--- src/hw/tcp_pkg.sv ---
/*
  Shared constants and types of the timer, counter and PWM unit.
  Assumes word-aligned register access over a 32-bit AHB-Lite bus.
*/
`default_nettype none

package tcp_pkg;
  localparam int          CNT_W         = 16;
  localparam int          DEAD_W        = 8;
  localparam int          ST_W          = 3;
  localparam int          FAB_N         = 5;
  // Register byte offsets
  localparam logic [7:0]  OFF_CTRL      = 8'h00;
  localparam logic [7:0]  OFF_PERIOD    = 8'h04;
  localparam logic [7:0]  OFF_COMPARE   = 8'h08;
  localparam logic [7:0]  OFF_COUNT     = 8'h0C;
  localparam logic [7:0]  OFF_CAPTURE   = 8'h10;
  localparam logic [7:0]  OFF_STATUS    = 8'h14;
  localparam logic [7:0]  OFF_MASK      = 8'h18;
  localparam logic [7:0]  OFF_PRESCALE  = 8'h1C;
  // Control field positions
  localparam int          CTRL_EN_BIT   = 0;
  localparam int          CTRL_MODE_LSB = 1;
  localparam int          CTRL_CSEL_LSB = 3;
  localparam int          CTRL_REL_LSB  = 5;
  localparam int          CTRL_COMP_BIT = 8;
  localparam int          CTRL_DEAD_LSB = 16;
  localparam logic [31:0] CTRL_WMASK    = 32'h00FF_01FF;
  // Status bit positions
  localparam int          ST_TC         = 0;
  localparam int          ST_CAP        = 1;
  localparam int          ST_DONE       = 2;
  // Fabric input positions
  localparam int          FAB_CLK       = 0;
  localparam int          FAB_RST       = 1;
  localparam int          FAB_CAP       = 2;
  localparam int          FAB_EN        = 3;
  localparam int          FAB_KILL      = 4;
  // Reset values
  localparam logic [31:0] CTRL_RST      = 32'h0000_0000;
  localparam logic [15:0] PERIOD_RST    = 16'hFFFF;
  localparam logic [15:0] COMPARE_RST   = 16'h8000;
  localparam logic [15:0] PRESCALE_RST  = 16'h0000;
  localparam logic [15:0] CNT_RST       = 16'h0000;

  typedef enum logic [1:0] {
    TCP_FREE    = 2'h0,
    TCP_ONESHOT = 2'h1,
    TCP_GATED   = 2'h2
  } tcp_mode_t;

  typedef enum logic [1:0] {
    CSEL_SYS    = 2'h0,
    CSEL_DIV    = 2'h1,
    CSEL_FABRIC = 2'h2
  } tcp_csel_t;

  typedef enum logic [2:0] {
    compare_less          = 3'h0,
    compare_less_equal    = 3'h1,
    compare_equal         = 3'h2,
    compare_greater_equal = 3'h3,
    compare_greater       = 3'h4
  } tcp_rel_t;

  typedef enum logic [1:0] {
    TCP_IDLE = 2'b01,
    TCP_RUN  = 2'b10
  } tcp_state_t;
endpackage : tcp_pkg

`default_nettype wire

--- src/hw/tcp_pwm_if.sv ---
/*
  Link between the counter core and the deadband output stage.
  Assumes both ends run on clk_sys.
*/
`default_nettype none

interface tcp_pwm_if;
  import tcp_pkg::*;
  logic              cmp_raw;
  logic              kill;
  logic              comp_en;
  logic [DEAD_W-1:0] dead;
  logic              out_p;
  logic              out_n;
  modport core (output cmp_raw, output kill, output comp_en, output dead,
                input out_p, input out_n);
  modport gen  (input cmp_raw, input kill, input comp_en, input dead,
                output out_p, output out_n);
endinterface : tcp_pwm_if

`default_nettype wire

--- src/hw/tcp_sync.sv ---
/*
  Three-stage synchronisers for the routing fabric inputs.
  Assumes inputs are asynchronous to clk_sys; output changes once
  stages two and three agree.
*/
`default_nettype none

module tcp_sync #(
  parameter int N = 5
) (
  input  wire logic         clk_sys, // System clock
  input  wire logic         reset,   // Async reset, high
  input  wire logic [N-1:0] din,     // Raw fabric levels
  output var  logic [N-1:0] dout     // Filtered levels
);
  genvar g;
  generate
    for (g = 0; g < N; g++) begin : g_bit
      logic [2:0] sh_reg;
      logic [2:0] sh_next;
      logic       flt_next;
      always_comb begin
        sh_next  = {sh_reg[1:0], din[g]};
        flt_next = (sh_reg[1] == sh_reg[2]) ? sh_reg[2] : dout[g];
      end
      always_ff @(posedge clk_sys or posedge reset) begin
        if (reset) begin
          sh_reg  <= 3'h0;
          dout[g] <= 1'b0;
        end else begin
          sh_reg  <= sh_next;
          dout[g] <= flt_next;
        end
      end
    end
  endgenerate
endmodule : tcp_sync

`default_nettype wire

--- src/hw/tcp_dead.sv ---
/*
  Complementary output stage with deadband and kill override.
  Assumes compare level and kill arrive on clk_sys.
*/
`default_nettype none

module tcp_dead (
  input  wire logic clk_sys, // System clock
  input  wire logic reset,   // Async reset, high
  tcp_pwm_if.gen    pw       // Compare in, outputs back
);
  import tcp_pkg::*;

  logic              p_reg;
  logic              p_next;
  logic              n_reg;
  logic              n_next;
  logic [DEAD_W-1:0] dcnt_reg;
  logic [DEAD_W-1:0] dcnt_next;
  logic              prev_reg;

  always_comb begin
    p_next    = 1'b0;
    n_next    = 1'b0;
    dcnt_next = '0;
    if (!pw.comp_en) begin
      p_next = pw.cmp_raw & ~pw.kill; // RULE_11
    end else if (pw.kill) begin
      dcnt_next = pw.dead; // RULE_11
    end else if (pw.cmp_raw != prev_reg) begin
      dcnt_next = pw.dead; // RULE_10
    end else if (dcnt_reg != '0) begin
      dcnt_next = dcnt_reg - 1'b1; // RULE_10
    end else begin
      p_next = pw.cmp_raw;
      n_next = ~pw.cmp_raw; // RULE_03
    end
  end

  always_ff @(posedge clk_sys or posedge reset) begin
    if (reset) begin
      p_reg    <= 1'b0;
      n_reg    <= 1'b0;
      dcnt_reg <= '0;
      prev_reg <= 1'b0;
    end else begin
      p_reg    <= p_next;
      n_reg    <= n_next;
      dcnt_reg <= dcnt_next;
      prev_reg <= pw.cmp_raw;
    end
  end

  assign pw.out_p = p_reg;
  assign pw.out_n = n_reg;
endmodule : tcp_dead

`default_nettype wire

--- src/hw/tcp_top.sv ---
/*
  Timer, counter and PWM unit with AHB-Lite register slave.
  Assumes a single AHB-Lite master; fabric inputs are asynchronous.
*/
// Our own choices: the register addresses and the AHB-Lite slave port.
`default_nettype none

// Function
// (RULE_01) The counter is 16 bits wide and only ever counts down.
// (RULE_02) The count clock comes from one of several sources chosen by configuration.
// (RULE_03) The unit drives a compare output, a terminal count output and an optional complement.
// (RULE_04) Counting runs free, single-shot or gated by the enable input.
// (RULE_05) In gated mode the counter advances only while enable is high, else holds.
// (RULE_06) In single-shot mode the counter stops after one period.
// (RULE_07) The period is loaded on start, on the reset input and at terminal count.
// (RULE_08) A reset input and a capture input exist; capture latches the full counter.
// (RULE_09) Compare output uses a selectable less, less-equal, equal, greater-equal or greater test.
// (RULE_10) The complementary pair has a deadband so both are never active together.
// (RULE_11) While kill is high the compare-driven outputs are forced inactive.
// (RULE_12) All fabric inputs and outputs connect only through the routing fabric.
// (RULE_13) Terminal count pulses for one count-clock cycle at zero, before the reload.
// (RULE_14) Software reads the live counter without disturbing it.
module tcp_top (
  input  wire logic        clk_sys,       // 25 MHz system clock
  input  wire logic        reset,         // Async reset, high
  input  wire logic        hsel,          // Slave select
  input  wire logic [31:0] haddr,         // Byte address
  input  wire logic [1:0]  htrans,        // Transfer type
  input  wire logic        hwrite,        // Write when high
  input  wire logic [2:0]  hsize,         // Word only
  input  wire logic [31:0] hwdata,        // Write data
  input  wire logic        hready,        // Bus ready
  output var  logic [31:0] hrdata,        // Read data
  output var  logic        hreadyout,     // Slave ready
  output var  logic        hresp,         // Always OKAY
  input  wire logic        fab_count_clk, // Fabric count clock
  input  wire logic        fab_reset,     // Fabric timer reset
  input  wire logic        fab_capture,   // Fabric capture
  input  wire logic        fab_enable,    // Fabric count enable
  input  wire logic        fab_kill,      // Fabric output kill
  output var  logic        cmp_out,       // Compare output
  output var  logic        cmp_n_out,     // Complementary compare
  output var  logic        tc_out,        // Terminal count
  output var  logic        irq            // Interrupt level
);
  import tcp_pkg::*;

  logic [FAB_N-1:0] fab_raw;
  logic [FAB_N-1:0] fab_lvl;
  logic [FAB_N-1:0] fab_prev_reg;
  logic [FAB_N-1:0] fab_rise;

  logic [7:0]       addr_reg;
  logic [7:0]       addr_next;
  logic             wr_reg;
  logic             wr_next;
  logic             act_reg;
  logic             act_next;
  logic             hready_next;
  logic [31:0]      hrdata_next;
  logic [31:0]      rd_mux;
  logic             acc;
  logic             wr_stb;
  logic             rd_stb;

  logic [31:0]      ctrl_reg;
  logic [31:0]      ctrl_next;
  logic [CNT_W-1:0] period_reg;
  logic [CNT_W-1:0] period_next;
  logic [CNT_W-1:0] compare_reg;
  logic [CNT_W-1:0] compare_next;
  logic [CNT_W-1:0] prescale_reg;
  logic [CNT_W-1:0] prescale_next;
  logic [ST_W-1:0]  status_reg;
  logic [ST_W-1:0]  status_next;
  logic [ST_W-1:0]  mask_reg;
  logic [ST_W-1:0]  mask_next;
  logic             irq_next;

  tcp_state_t       state_reg;
  tcp_state_t       state_next;
  logic [CNT_W-1:0] count_reg;
  logic [CNT_W-1:0] count_next;
  logic [CNT_W-1:0] capture_reg;
  logic [CNT_W-1:0] capture_next;
  logic [CNT_W-1:0] div_reg;
  logic [CNT_W-1:0] div_next;
  logic             en_prev_reg;
  logic             tc_next;

  logic             en_bit;
  tcp_mode_t        mode;
  tcp_csel_t        csel;
  tcp_rel_t         rel;
  logic             div_tick;
  logic             src_tick;
  logic             cnt_tick;
  logic             start_evt;
  logic             rst_evt;
  logic             cap_evt;
  logic             load_evt;
  logic             tc_evt;
  logic             done_evt;
  logic             cmp_raw;

  tcp_pwm_if pw ();

  // Fabric inputs synchronised here; nothing bypasses the fabric
  assign fab_raw = {fab_kill, fab_enable, fab_capture, fab_reset, fab_count_clk}; // RULE_12

  tcp_sync #(.N(FAB_N)) u_sync (
    .clk_sys (clk_sys),
    .reset   (reset),
    .din     (fab_raw),
    .dout    (fab_lvl)
  );

  assign fab_rise = fab_lvl & ~fab_prev_reg;

  // Configuration fields
  assign en_bit = ctrl_reg[CTRL_EN_BIT];
  assign mode   = tcp_mode_t'(ctrl_reg[CTRL_MODE_LSB +: 2]); // RULE_04
  assign csel   = tcp_csel_t'(ctrl_reg[CTRL_CSEL_LSB +: 2]);
  assign rel    = tcp_rel_t'(ctrl_reg[CTRL_REL_LSB +: 3]);

  // Bus handshake: one wait state per transfer
  assign acc    = hsel & hready & htrans[1] & hreadyout;
  assign wr_stb = act_reg & wr_reg;
  assign rd_stb = act_reg & ~wr_reg;

  always_comb begin
    act_next    = acc;
    addr_next   = acc ? haddr[7:0] : addr_reg;
    wr_next     = acc ? hwrite : wr_reg;
    hready_next = ~acc;
    hrdata_next = rd_stb ? rd_mux : hrdata;
  end

  always_comb begin
    rd_mux = 32'h0000_0000;
    if (addr_reg == OFF_CTRL) begin
      rd_mux = ctrl_reg;
    end else if (addr_reg == OFF_PERIOD) begin
      rd_mux = {16'h0000, period_reg};
    end else if (addr_reg == OFF_COMPARE) begin
      rd_mux = {16'h0000, compare_reg};
    end else if (addr_reg == OFF_COUNT) begin
      rd_mux = {16'h0000, count_reg}; // RULE_14
    end else if (addr_reg == OFF_CAPTURE) begin
      rd_mux = {16'h0000, capture_reg};
    end else if (addr_reg == OFF_STATUS) begin
      rd_mux = {29'h0000_0000, status_reg};
    end else if (addr_reg == OFF_MASK) begin
      rd_mux = {29'h0000_0000, mask_reg};
    end else if (addr_reg == OFF_PRESCALE) begin
      rd_mux = {16'h0000, prescale_reg};
    end
  end

  // Register writes and status
  always_comb begin
    ctrl_next     = ctrl_reg;
    period_next   = period_reg;
    compare_next  = compare_reg;
    mask_next     = mask_reg;
    prescale_next = prescale_reg;
    if (wr_stb) begin
      if (addr_reg == OFF_CTRL) begin
        ctrl_next = hwdata & CTRL_WMASK;
      end else if (addr_reg == OFF_PERIOD) begin
        period_next = hwdata[15:0];
      end else if (addr_reg == OFF_COMPARE) begin
        compare_next = hwdata[15:0];
      end else if (addr_reg == OFF_MASK) begin
        mask_next = hwdata[ST_W-1:0];
      end else if (addr_reg == OFF_PRESCALE) begin
        prescale_next = hwdata[15:0];
      end
    end
    // Read clears; a same-cycle event still sets
    status_next = status_reg;
    if (rd_stb && addr_reg == OFF_STATUS) begin
      status_next = '0;
    end
    status_next[ST_TC]   = status_next[ST_TC] | tc_evt;
    status_next[ST_CAP]  = status_next[ST_CAP] | cap_evt;
    status_next[ST_DONE] = status_next[ST_DONE] | done_evt;
    irq_next = |(status_next & mask_next);
  end

  // Count clock source
  assign div_tick = (div_reg == prescale_reg);
  assign div_next = div_tick ? CNT_RST : div_reg + 16'h0001;

  always_comb begin
    case (csel)
      CSEL_SYS:    src_tick = 1'b1; // RULE_02
      CSEL_DIV:    src_tick = div_tick; // RULE_02
      CSEL_FABRIC: src_tick = fab_rise[FAB_CLK]; // RULE_02
      default:     src_tick = 1'b0;
    endcase
  end

  assign start_evt = en_bit & ~en_prev_reg;
  assign rst_evt   = fab_rise[FAB_RST]; // RULE_08
  assign cap_evt   = fab_rise[FAB_CAP]; // RULE_08
  assign load_evt  = start_evt | rst_evt;
  assign cnt_tick  = (state_reg == TCP_RUN) & en_bit & src_tick
                   & ((mode != TCP_GATED) | fab_lvl[FAB_EN]); // RULE_05
  assign tc_evt    = cnt_tick & ~rst_evt & (count_reg == CNT_RST);
  assign done_evt  = tc_evt & (mode == TCP_ONESHOT);

  // Counter state machine
  always_comb begin
    state_next   = state_reg;
    count_next   = count_reg;
    capture_next = cap_evt ? count_reg : capture_reg; // RULE_08
    case (state_reg)
      TCP_IDLE: begin
        if (load_evt) begin
          count_next = period_reg; // RULE_07
          if (en_bit) begin
            state_next = TCP_RUN;
          end
        end
      end
      TCP_RUN: begin
        if (!en_bit) begin
          state_next = TCP_IDLE;
        end else if (rst_evt) begin
          count_next = period_reg; // RULE_07
        end else if (tc_evt) begin
          count_next = period_reg; // RULE_07
          if (mode == TCP_ONESHOT) begin
            state_next = TCP_IDLE; // RULE_06
          end
        end else if (cnt_tick) begin
          count_next = count_reg - 16'h0001; // RULE_01
        end
      end
      default: begin
        state_next = TCP_IDLE;
      end
    endcase
    tc_next = (state_next == TCP_RUN) && (count_next == CNT_RST); // RULE_13
  end

  // Compare relation
  always_comb begin
    case (rel)
      compare_less:          cmp_raw = count_reg <  compare_reg; // RULE_09
      compare_less_equal:    cmp_raw = count_reg <= compare_reg; // RULE_09
      compare_equal:         cmp_raw = count_reg == compare_reg; // RULE_09
      compare_greater_equal: cmp_raw = count_reg >= compare_reg; // RULE_09
      compare_greater:       cmp_raw = count_reg >  compare_reg; // RULE_09
      default:               cmp_raw = 1'b0;
    endcase
  end

  assign pw.cmp_raw = cmp_raw;
  assign pw.kill    = fab_lvl[FAB_KILL]; // RULE_11
  assign pw.comp_en = ctrl_reg[CTRL_COMP_BIT]; // RULE_03
  assign pw.dead    = ctrl_reg[CTRL_DEAD_LSB +: DEAD_W]; // RULE_10

  tcp_dead u_dead (
    .clk_sys (clk_sys),
    .reset   (reset),
    .pw      (pw)
  );

  assign cmp_out   = pw.out_p; // RULE_03
  assign cmp_n_out = pw.out_n; // RULE_03

  always_ff @(posedge clk_sys or posedge reset) begin
    if (reset) begin
      fab_prev_reg <= '0;
      addr_reg     <= 8'h00;
      wr_reg       <= 1'b0;
      act_reg      <= 1'b0;
      hreadyout    <= 1'b1;
      hrdata       <= 32'h0000_0000;
      hresp        <= 1'b0;
      ctrl_reg     <= CTRL_RST;
      period_reg   <= PERIOD_RST;
      compare_reg  <= COMPARE_RST;
      prescale_reg <= PRESCALE_RST;
      status_reg   <= '0;
      mask_reg     <= '0;
      irq          <= 1'b0;
      state_reg    <= TCP_IDLE;
      count_reg    <= CNT_RST;
      capture_reg  <= CNT_RST;
      div_reg      <= CNT_RST;
      en_prev_reg  <= 1'b0;
      tc_out       <= 1'b0;
    end else begin
      fab_prev_reg <= fab_lvl;
      addr_reg     <= addr_next;
      wr_reg       <= wr_next;
      act_reg      <= act_next;
      hreadyout    <= hready_next;
      hrdata       <= hrdata_next;
      hresp        <= 1'b0;
      ctrl_reg     <= ctrl_next;
      period_reg   <= period_next;
      compare_reg  <= compare_next;
      prescale_reg <= prescale_next;
      status_reg   <= status_next;
      mask_reg     <= mask_next;
      irq          <= irq_next;
      state_reg    <= state_next;
      count_reg    <= count_next;
      capture_reg  <= capture_next;
      div_reg      <= div_next;
      en_prev_reg  <= en_bit;
      tc_out       <= tc_next;
    end
  end
endmodule : tcp_top

`default_nettype wire

--- config.mk ---
export PLATFORM = sky130hd
export DESIGN_NAME = tcp_top
export DESIGN_NICKNAME = d
export VERILOG_FILES = /design/src/hw/tcp_pkg.sv /design/src/hw/tcp_pwm_if.sv /design/src/hw/tcp_sync.sv /design/src/hw/tcp_dead.sv /design/src/hw/tcp_top.sv
export SDC_FILE = /design/constraint.sdc
export NUM_CORES = 1
export LEC_CHECK = 0
export BUFFER_PORTS_ARGS = -buffer_cell sky130_fd_sc_hd__buf_2
export CAP_MARGIN = 20
export CORE_UTILIZATION = 50
export CTS_BUF_LIST = sky130_fd_sc_hd__clkbuf_4
export DETAILED_ROUTE_END_ITERATION = 8
export PLACE_DENSITY = 0.68
export SLEW_MARGIN = 20
export SYNTH_ARGS = -nofsm -noshare
export SYNTH_HDL_FRONTEND = slang
export SYNTH_SLANG_ARGS = --single-unit
export TNS_END_PERCENT = 5
--- constraint.sdc ---
create_clock -name clk_sys -period 7.4 [get_ports clk_sys]
set_clock_uncertainty 0.15 [all_clocks]
set_input_delay 0.74 -clock clk_sys [delete_from_list [all_inputs] [get_ports clk_sys]]
set_output_delay 0.74 -clock clk_sys [all_outputs]
set_load 0.02 [all_outputs]
* Word-level counts from Yosys, hierarchy flattened *
Index checks and enable logic that the tools add are counted.

cells by class
  divide/modulo/power cells = 0
  shift operators = 0
  muxes and demuxes = 42
  equality and inequality tests = 26
  multipliers = 0
  $lt $le $gt $ge = 4
  $add $sub $neg = 3
  reductions and logical operators = 13
  bitwise logic cells = 31

operator list
  operator               count
  $mux 16                13
  $eq 16x16->1           2
  $eq 8x5->1 const B     4
  $logic_not 16->1       2
  $mux 8                 4
  $pmux 16 s2            1
  $mux 24                1
  $mux 3                 6
  $add 16x1->16 const B  1
  $eq 8x4->1 const B     2
  $ge 16x16->1           1
  $gt 16x16->1           1
  $le 16x16->1           1
  $lt 16x16->1           1
  $sub 16x1->16 const B  1
  $and 1x1->1            13
  $mux 2                 6
  $not 1->1              10
  $eq 8x3->1 const B     1
  $logic_not 8->1        1
  $mux 1                 8
  $reduce_bool 8->1      1
  $sub 8x1->8 const B    1
  $and 3x3->3            2
  21 further kinds       35

word-level totals
  register bits after elaboration = 201
  memories = 0
  word-level logic and storage cells = 152
  bits in read-only memories = 0
  input bits = 79
  output and inout bits = 38
  RAM bits = 0
  latch bits = 0

* Longest topological paths before layout *
Gate-level depths: netlist of the first run.

  depth in word-level cells = 13
  mapped depth = 12

* By module *
From an unflattened synthesis of the first run, not the netlist that was laid out.

unflattened totals
  cell total of the unflattened synthesis = 896
  area total of the unflattened synthesis = 9565.4 µm²

modules (own cells, without submodules)
  module    area each (µm²)  cells each  instances  seq. area each (µm²)
  tcp_top   8376.8           804         1          4077.7
  tcp_dead  628.1            66          1          275.3
  tcp_sync  560.5            26          1          500.5

* Worst setup path after synthesis of the first run *
OpenSTA, ideal clock, no wires.

  kind = reg2reg
  from = reg count_reg[3]
  to = reg tc_out
  cell stages (with the launch flop) = 12
  path buffers = 2
  period minus slack after synthesis = 3327 ps
  required time = 7154 ps
  setup slack = 4073 ps
  arrival = 3081 ps
  cell sequence = dfrtp_1 > buf_6 > or4_4 > nor3_4 > and3_4 > a31oi_4 > buf_6 > mux2i_1 > o211ai_1 > or4_1 > or4_1 > nor4_2

between the ends
  word-level cells in the longest chain between the ends = 8
  elaborated cells between the ends (all ways) = 16

ends and longest elaborated chain
  item                                                      RTL line                        source
  start, declared                                           tcp_top.sv:82                   logic [CNT_W-1:0] count_reg;
  start signal, assigned                                    tcp_top.sv:312                  count_reg <= count_next;
  $sub 16x1->16 / $logic_not 16->1 (equally long branches)  tcp_top.sv:238, tcp_top.sv:210
  $mux 16 / $and 1x1->1 (equally long branches)             tcp_top.sv:237, tcp_top.sv:210
  $mux 16 *                                                 tcp_top.sv:232                  end else if (tc_evt) begin
  $mux 16 *                                                 tcp_top.sv:230                  end else if (rst_evt) begin
  $mux 16 *                                                 tcp_top.sv:228                  if (!en_bit) begin
  $pmux 16 s2 *                                             tcp_top.sv:218                  case (state_reg)
  via count_next[4]                                         tcp_top.sv:83                   logic [CNT_W-1:0] count_next;
  $logic_not 16->1 *                                        tcp_top.sv:245                  tc_next = (state_next == TCP_RUN) && (count_next == CNT_RST);
  $logic_and 1x1->1 *                                       tcp_top.sv:245
  via tc_next                                               tcp_top.sv:89                   logic tc_next;
  end signal, assigned                                      tcp_top.sv:316                  tc_out <= tc_next;
  end, declared                                             tcp_top.sv:43                   output var logic tc_out,

The timed path passes the listed nets; every way through them passes the cells marked *.
A chain may end at the register's enable or synchronous reset.

* Worst setup path in the final report of the first run *
  from = reg prescale_reg[2]
  to = reg tc_out

between the ends
  word-level cells in the longest chain between the ends = 12
  elaborated cells between the ends (all ways) = 18

ends and longest elaborated chain
  item                      RTL line        source
  start, declared           tcp_top.sv:72   logic [CNT_W-1:0] prescale_reg;
  start signal, assigned    tcp_top.sv:307  prescale_reg <= prescale_next;
  $eq 16x16->1 *            tcp_top.sv:192  assign div_tick = (div_reg == prescale_reg);
  $pmux 1 s3 *              tcp_top.sv:196  case (csel)
  $and 1x1->1 *             tcp_top.sv:208  assign cnt_tick = (state_reg == TCP_RUN) & en_bit & src_tick
  $and 1x1->1 *             tcp_top.sv:209  & ((mode != TCP_GATED) | fab_lvl[FAB_EN]);
  $and 1x1->1 (2 in a row)  tcp_top.sv:210  assign tc_evt = cnt_tick & ~rst_evt & (count_reg == CNT_RST);
  $mux 16 *                 tcp_top.sv:232
  $mux 16 *                 tcp_top.sv:230
  $mux 16 *                 tcp_top.sv:228
  $pmux 16 s2 *             tcp_top.sv:218
  via count_next[5]         tcp_top.sv:83
  $logic_not 16->1 *        tcp_top.sv:245
  $logic_and 1x1->1 *       tcp_top.sv:245
  via tc_next               tcp_top.sv:89

Marks and branches as above.

==> results of run 1 <==
metal layers:
metal | wire (µm) | vias up
met5 | 0 | -
met4 | 310 | 0
met3 | 1150 | 33
met2 | 10600 | 206
met1 | 10400 | 3540
li1 | - | 3305
worst max-delay path by stage:
stage	from	end	slack, ps
floorplan	reset	act_reg	1290
global placement	prescale_reg[2]	tc_out	3320
detailed placement	prescale_reg[2]	tc_out	3350
CTS	prescale_reg[2]	tc_out	3290
global route	prescale_reg[2]	tc_out	3100
finish	prescale_reg[2]	tc_out	3260
metrics by stage:
step / setup slack, ps / std cells / total power [mW] / hold WS (ps)
after floorplan: 1290 / 901 / 1.94 / 181
after global placement: 3320 / 1195 / 2.14 / 182
after detailed placement: 3350 / 1195 / 2.16 / 186
after CTS: 3290 / 1227 / 2.67 / 58.1
after global routing: 3100 / 1229 / 2.82 / 56.5
final: 3260 / 1229 / 2.66 / 97.8
final cells by class:
cell class	count	area share, %
clock inverter	13	0.822
timing repair buffer	79	3.99
multi-input combinational	625	43.0
tap	260	3.10
sequential	193	46.2
inverter	39	1.47
clock buffer	19	1.36
antenna	1	0.0238
cells by family after synthesis:
family                   Yosys count  share of synthesized area (%)
AO/OA/AOI/OAI                    162                           11.8
XOR/XNOR                          38                           3.43
adder cells (fa/ha/maj)           27                           3.35
buffers and inverters             83                           4.11
flip-flops                       193                           50.0
multiplexers                     109                           13.1
other                              1                         0.0386
AND/OR/NAND/NOR                  280                           14.2
worst max-delay path, delay by kind of cell, from the launching register on:
family	cells	cell delay (ps)
DFF	1	500
xor gates and xnor gates	1	270
AOI/OAI and AO/OA	3	1440
and+or+nand+nor	5	1680
cell usage after synthesis (all sizes together), types with 4 or more instances:
cell,count
a21o,7
a21oi,22
a221oi,10
a22oi,12
a31oi,7
and2,4
and3,10
buf,15
clkbuf,28
dfrtp,174
dfstp,19
ha,22
inv,38
maj3,5
mux2,83
mux2i,20
mux4,6
nand2,129
nand2b,5
nand3,25
nand4,12
nor2,39
nor2b,10
nor3,13
nor4,9
o211ai,8
o21ai,54
o221ai,6
o22ai,5
or3,4
or4,6
xnor2,24
xor2,14
power groups by stage:
stage               registers (mW)  clock network, mW  logic [mW]
floorplan                     1.32                  0       0.618
global placement              1.37                  0       0.771
detailed placement            1.37                  0       0.786
CTS                           1.35              0.521       0.790
global route                  1.38              0.557       0.881
finish                        1.36              0.501       0.796
==> metrics.cfg, run 1 <==
[status]
status = finished clean

[run]
max_cap_violations = 0

[power_and_ir_drop]
power.share.switching_pct = 37.6
seqPwrFrac_pct = 51.1
p_leak_nw = 4.78
p_int_mw = 1.66
clkPwrFrac_pct = 18.9
p_comb_share_pct = 30.0
p_sw_uw = 998
ir_worst_vdd_uv = 130
power_density_nw_per_um2 = 253

[detailed_routing]
drt-initial-drc-count = 540
routed_wl_um = 22500
vias_per_cell = 5.76
drc = 0
vias = 7084
first_pass_iters = 6
wl_per_cell_um = 18.3
final_antenna_net_count = 0

[timing]
period_share_pct = 56.0
hold_violations = 0
fin_crit_ps = 4140
slew_violations = 0
fmax_ghz = 0.241
worst_pin_slew_ps = 1010
setup_viol = 0
tns_ps = 0
relSlewSlack_pct = 32.1
rsz0062_at_grt = no

[layout]
seqCellArea_um2 = 4850
syn_to_final_growth_pct = 8.09
multi_input_area_um2 = 4520
final_common_cell = dfrtp_1
drive_above_1_share_pct = 25.0
final_cell_mix = 174 x dfrtp_1, 129 x nand2_1, 82 x mux2_2, 71 x buf_2, 43 x o21ai_0
nets = 1056
largest_reg_flops = 24
stdcell_area_um2 = 10500
fillCellCount = 1738
final_core_utilization_pct = 55.6

[logic_synthesis]
synth_top_area_cell = dfrtp_1
ys.flop_type = dfrtp_1
synth_top_area_share_pct = 44.8
ys_seq_area_share_pct = 50.0
synth-edff-count = 0
synthesis.area_um2 = 9720
synthArstFlopShare_pct = 100
syn-mean-instance-area_um2 = 10.9
netlist_instances = 893
synth_cell_types = 86
ys.warnings.count = 0
ys_ff_latch = 193
netlist_top_cells_area = dfrtp_1 45%, mux2_2 9.5%, dfstp_2 5.1%

[worst_setup_path]
rr_worst_depth = 9
critical_path.max_fanout = 15
regToRegSetupSlack_ps = 3260
r2r_start = prescale_reg[2]
cp_slowest_cell = o41ai_4
rr_endpoint = tc_out
endpoint_kind = flop
arrival_ps = 4490
startpoint_type = flop
worstSetupPathType = flop to flop
slowest_delay_ps = 960
critPathRequiredTime_ps = 7750
worstPathCellList = xnor2_1 -> nand4_2 -> o41ai_4 -> a31oi_4 -> nand2_1 -> o221ai_1 -> or4_1 -> or4b_1 -> nor4_2

[global_routing]
use_met1_pct = 34.5
use_met2_pct = 38.3
grt_pass1_wl_um = 37700
grt_max_degree = 138
antenna_found_initial = 1
track_usage_pct = 24.3
grt-ovfl-total = 0
met3_usage_pct = 4.15
busiest_layer = met2
first_global_vias = 7023

[floorplanning]
core_um2 = 18900
start_util_pct = 51.4
dieArea_um2 = 20000
die_w_um = 141
die_y_um = 141
ioPinCount = 117
rows = 50

[clock_network]
cts_made_buffers = 17
cts_resized = 0
clk_latency_ps = 580
cts_tree = built
path_clk_slew_ps = 150
clockRootBuffer = clkbuf_4
post_cts_buffers = 0
cts.sinks = 193
hold_buffers = 0
cts_max_level = 4
clockBufferDepth = 2

[hold_path]
min_path_cells = 1
holdPathEnd = u_sync.g_bit[1].sh_reg[0]
hp-class = input port to flop
min_from = fab_reset

[place]
gp_congestion = 0.871
dpl.hpwl_um = 16200
port_buffers = 71
place_area_um2 = 10200

(Power assumes the default switching activity.)
==> run 2, diff against run 1 <==
Settings changed: ABC_AREA from default to 1, PLACE_DENSITY 0.68 to 0.71.
Clock period 7.4 ns to 3.6 ns, I/O delays scaled along.
==> run 2 against run 1 <==
Sequential cell count unchanged. Hold slack improved by 62 ps. Register-to-register slack lost 2800 ps. Clock power up 150%. Global-route usage up 3.3 points. Combinational power rose to 3.1 times the previous value. Maximum frequency rose by 31%. Design area is 8.9% higher. Utilization up 2.8 points. Largest cell class unchanged. Highest routed layer unchanged.
==> metrics.cfg, run 2 <==
[floorplanning]
die_w_um = 144
dieArea_um2 = 20700
start_util_pct = 51.5
ioPinCount = 117
core_um2 = 19600
die_y_um = 144
rows = 51

[hold_path]
holdPathEnd = act_reg
min_path_cells = 3
min_from = hsel
hp-class = input port to flop

[detailed_routing]
first_pass_iters = 5
final_antenna_net_count = 0
routed_wl_um = 26500
wl_per_cell_um = 15.7
vias = 8951
drc = 0
vias_per_cell = 5.28
drt-initial-drc-count = 741

[place]
dp.cells = 1621
dpl_worst_slack_ps = 459
port_buffers = 71
gp_congestion = 0.974
dpl.hpwl_um = 19000

[timing]
relSlewSlack_pct = 34.3
final.setup.worst_slack_ps = 429
tns_ps = 0
fmax_ghz = 0.315
slew_violations = 0
rsz0062_at_grt = no
period_share_pct = 88.1
worst_pin_slew_ps = 984
setup_viol = 0
hold_violations = 0
fin_crit_ps = 3170

[logic_synthesis]
synth-edff-count = 0
syn-mean-instance-area_um2 = 7.71
synth_top_area_share_pct = 43.2
ys.flop_type = dfrtp_1
synth_top_area_cell = dfrtp_1
synthesis.area_um2 = 10100
synth_cell_types = 47
synth_common_cells = 344 x nand2_1, 174 x dfrtp_1, 173 x inv_1, 172 x o21ai_0, 116 x nor2_1
ys_ff_latch = 193
netlist_instances = 1309
ys.warnings.count = 0
synthArstFlopShare_pct = 100
yosysMostFrequentCell = nand2_1
netlist_top_cells_area = dfrtp_1 43%, nand2_1 13%, o21ai_0 8.5%
ys_seq_area_share_pct = 48.1

[worst_setup_path]
critical_path.max_fanout = 16
r2r_start = compare_reg[15]
critPathRequiredTime_ps = 3970
endpoint_kind = flop
cp_common_cell = nand2_1
cp_top_family = simple AND/OR/NAND/NOR gates
rr_worst_depth = 16
rr_endpoint = u_dead.dcnt_reg[7]
startpoint_type = flop
regToRegSetupSlack_ps = 430
arrival_ps = 3550
worstPathCellList = inv_1 -> ha_1 -> nand4_1 -> nor3_2 -> inv_1 -> nor3_2 -> inv_2 -> o21a_1 -> nor2_1 -> nand2_1 -> nand3_1 -> nand2_1 -> nand2_1 -> nand3_2 -> o21ai_0 -> nor2_1
cp_num_buf_inv = 3
cp_slowest_cell = dfstp_2
slowest_delay_ps = 560
worstSetupPathType = flop to flop

[clock_network]
path_clk_slew_ps = 190
clockRootBuffer = clkbuf_4
post_cts_buffers = 0
cts.sinks = 193
cts_max_level = 4
cts_resized = 0
clockBufferDepth = 2
cts_tree = built
clk_latency_ps = 610
cts_made_buffers = 17

[layout]
final_cell_mix = 344 x nand2_1, 174 x dfrtp_1, 172 x inv_1, 172 x o21ai_0, 116 x nor2_1
syn_to_final_growth_pct = 13.4
final_common_cell = nand2_1
nets = 1518
stdcell_count = 1696
drive_above_1_share_pct = 11.7
largest_reg_flops = 24
final_core_utilization_pct = 58.4

[power_and_ir_drop]
p_leak_nw = 6.16
power_density_nw_per_um2 = 585
ir_worst_vdd_uv = 365

[global_routing]
met3_usage_pct = 5.13
use_met1_pct = 35.6
grt_max_degree = 105
use_met2_pct = 45.5
grt_pass1_wl_um = 43300
grt-ovfl-total = 0
first_global_vias = 8528
busiest_layer = met2
track_usage_pct = 27.6
antenna_found_initial = 1

[status]
status = finished clean

[run]
max_cap_violations = 0

run 2: changes by cell type after synthesis, sizes merged, moves of 9 or more:
cell / previous run / this run
nand3: 25 / 37
and3: 10 / 1
inv: 38 / 184
xnor2: 24 / 2
a21oi: 22 / 69
nor2b: 10 / 0
o21ai: 54 / 176
mux2i: 20 / 0
a22oi: 12 / 0
mux2: 83 / 0
nor2: 39 / 118
nand2: 129 / 347
nand4: 12 / 21
run 2: cell type report:
class | count | area, µm²
tap | 265 | 332
fill | 1828 | 8150
antenna | 1 | 2.50
clock buffer | 17 | 128
sequential | 193 | 4850
clock inverter | 15 | 174
multi-input combinational | 886 | 4320
timing repair buffer | 130 | 916
inverter | 189 | 716
run 2: metrics by stage:
| stage | area (µm²) | power (mW) | hold WS, ps |
|---|---|---|---|
| after floorplan | 10100 | 4.71 | 181 |
| after global placement | 10700 | 5.35 | 184 |
| after detailed placement | 10700 | 5.42 | 188 |
| after CTS | 11400 | 6.69 | 99.9 |
| after global routing | 11400 | 7.23 | 176 |
| final | 11400 | 6.69 | 160 |
run 2: report_power, final:
part	switching, mW	total [mW]	internal (mW)
Combinational	1.60	2.44	0.845
Sequential	0.421	3.02	2.60
Clock	0.889	1.23	0.338
run 2: cells by family after synthesis:
logic type	count (synthesis)	share of synthesized area, %
compound gates	286	15.6
xor+xnor	13	1.13
simple gates	551	22.5
other cells	1	0.0372
fa+ha+maj	27	3.23
buf+inv	238	9.34
flops	193	48.1
run 2: worst reg2reg max path, delay by kind of cell (launching register included):
kind	cells	cell delay (ps)
compound gates	2	440
fa+ha+maj	1	320
buf+inv	3	200
flops	1	560
simple gates	10	1420
run 2: timing repair:
action,in CTS,in global routing
hold buffers,42,0
setup endpoints to repair,0,0
hold endpoints to repair,254,0
run 2: layer usage:
layer / share of wire, % / vias to the layer above / wire length, µm
li1: - / 4426 / -
met1: 44 / 4198 / 11600
met2: 47 / 273 / 12500
met3: 5.9 / 54 / 1560
met4: 3.3 / 0 / 882
met5: 0 / - / 0
run 2: how the worst max path moves through the flow:
stage                     cells after the start            endpoint  slack [ps]             from
after floorplan                               1             act_reg         620            reset
after global placement                       16  u_dead.dcnt_reg[0]         640  compare_reg[15]
after detailed placement                     16  u_dead.dcnt_reg[7]         460  compare_reg[15]
after CTS                                    16  u_dead.dcnt_reg[7]         470  compare_reg[15]
after global routing                         16  u_dead.dcnt_reg[6]         130  compare_reg[15]
final                                        16  u_dead.dcnt_reg[7]         430  compare_reg[15]
==> run 3, diff against run 2 <==
Settings changed: CORE_UTILIZATION 50 to 55, PLACE_DENSITY 0.71 to 0.77.
==> run 3 against run 2 <==
Combinational power barely moved. Clock power fell by 4%. Global-route usage rose by 2.4 points. Hold slack improved by 4.6 ps. Maximum frequency rose by 2.6%. Largest power group unchanged.
==> metrics.cfg, run 3 (synthesized netlist as in run 2, its figures left out) <==
[worst_setup_path]
slowest_delay_ps = 430
cp_num_buf_inv = 3
worstSetupPathType = flop to flop
cp_top_family = simple AND/OR/NAND/NOR gates
cp_common_cell = nand2_1
endpoint_kind = flop
worstPathCellList = inv_1 -> ha_1 -> nand2_1 -> nor2_2 -> nand3_1 -> inv_1 -> nand4_4 -> nand2_4 -> inv_4 -> nand3_1 -> nand2_1 -> nand2_1 -> nand2_1 -> nand2_1 -> nand2_1 -> nor2_1 -> nand3_1 -> nor2_1
arrival_ps = 3480
cp_slowest_cell = dfrtp_1
critical_path.max_fanout = 19
startpoint_type = flop
critPathRequiredTime_ps = 3990

[global_routing]
first_global_vias = 8449
grt-ovfl-total = 0
antenna_found_initial = 1
grt_pass1_wl_um = 42700
track_usage_pct = 30.0
grt_max_degree = 102

[clock_network]
cts_made_buffers = 17
cts_tree = built
cts_max_level = 4
path_clk_slew_ps = 160
cts_resized = 0
clockBufferDepth = 2
cts.sinks = 193
clockRootBuffer = clkbuf_4
hold_buffers = 42
clk_latency_ps = 620
post_cts_buffers = 0

[floorplanning]
ioPinCount = 117
dieArea_um2 = 18900
die_w_um = 137
start_util_pct = 56.1
rows = 49
die_y_um = 137
core_um2 = 18000

[timing]
whs_ps = 165
period_share_pct = 85.9
rsz0062_at_grt = no
tns_ps = 0
relSlewSlack_pct = 36.1
slew_violations = 0
setup_viol = 0
fmax_ghz = 0.323
final.setup.worst_slack_ps = 508
hold_violations = 0
worst_pin_slew_ps = 957
fin_crit_ps = 3090

[layout]
syn_to_final_growth_pct = 12.6
final_core_utilization_pct = 63.2
final_common_cell = nand2_1
largest_reg_flops = 24
stdcell_area_um2 = 11400
drive_above_1_share_pct = 11.4
nets = 1514
stdcell_count = 1656
final_cell_mix = 344 x nand2_1, 174 x dfrtp_1, 172 x inv_1, 172 x o21ai_0, 116 x nor2_1

[run]
max_cap_violations = 0

[detailed_routing]
first_pass_iters = 6
drt-initial-drc-count = 740
wl_per_cell_um = 16.1
routed_wl_um = 26600
final_antenna_net_count = 0
vias = 9092
drc = 0
vias_per_cell = 5.49

[power_and_ir_drop]
ir_worst_vdd_uv = 424
power_density_nw_per_um2 = 588
power.total_mw = 6.67
p_leak_nw = 6.13

[place]
dpl_worst_slack_ps = 528
gp_congestion = 0.967
dpl.hpwl_um = 18800
place_area_um2 = 10700
port_buffers = 71
dp.cells = 1581

[hold_path]
hp-class = input port to flop

[status]
status = finished clean

-- run 3: metal layers --
metal / vias to the layer above / global-route usage (%) / wire length (µm)
met5: - / 0 / 0
met1: 4226 / 38.8 / 11400
met3: 77 / 4.16 / 1620
met2: 368 / 49.3 / 12400
li1: 4421 / - / -
met4: 0 / 15.1 / 1240
-- run 3: final cells by class --
type / count / area (µm²)
Tap cell: 229 / 287
Multi-Input combinational cell: 886 / 4320
Antenna cell: 1 / 2.50
Sequential cell: 193 / 4850
Clock buffer: 18 / 135
Timing Repair Buffer: 126 / 898
Inverter: 189 / 716
Clock inverter: 14 / 148
Fill cell: 1577 / 6600
-- run 3: worst paths after layout --
path / to / cells past startpoint / slack, ps / from
max in group asynchronous: period_reg[0] / 4 / 2070 / reset
setup / recovery: tc_out / 18 / 510 / count_reg[0]
min in group asynchronous: prescale_reg[12] / 3 / 250 / reset
hold reg to reg: u_sync.g_bit[4].sh_reg[1] / 0 / 200 / u_sync.g_bit[4].sh_reg[0]
hold / removal: act_reg / 3 / 160 / hsel
setup reg to reg: tc_out / 18 / 510 / count_reg[0]
-- run 3: worst min-delay path, stage by stage --
cell and delay (ps):
buf_2 80, nand4_1 140, clkinv_1 270
-- run 3: report_power, final --
part | internal (mW) | leakage (nW) | switching, mW
sequential | 2.60 | 2.21 | 0.427
clock | 0.375 | 0.150 | 0.809
combinational | 0.846 | 3.78 | 1.62
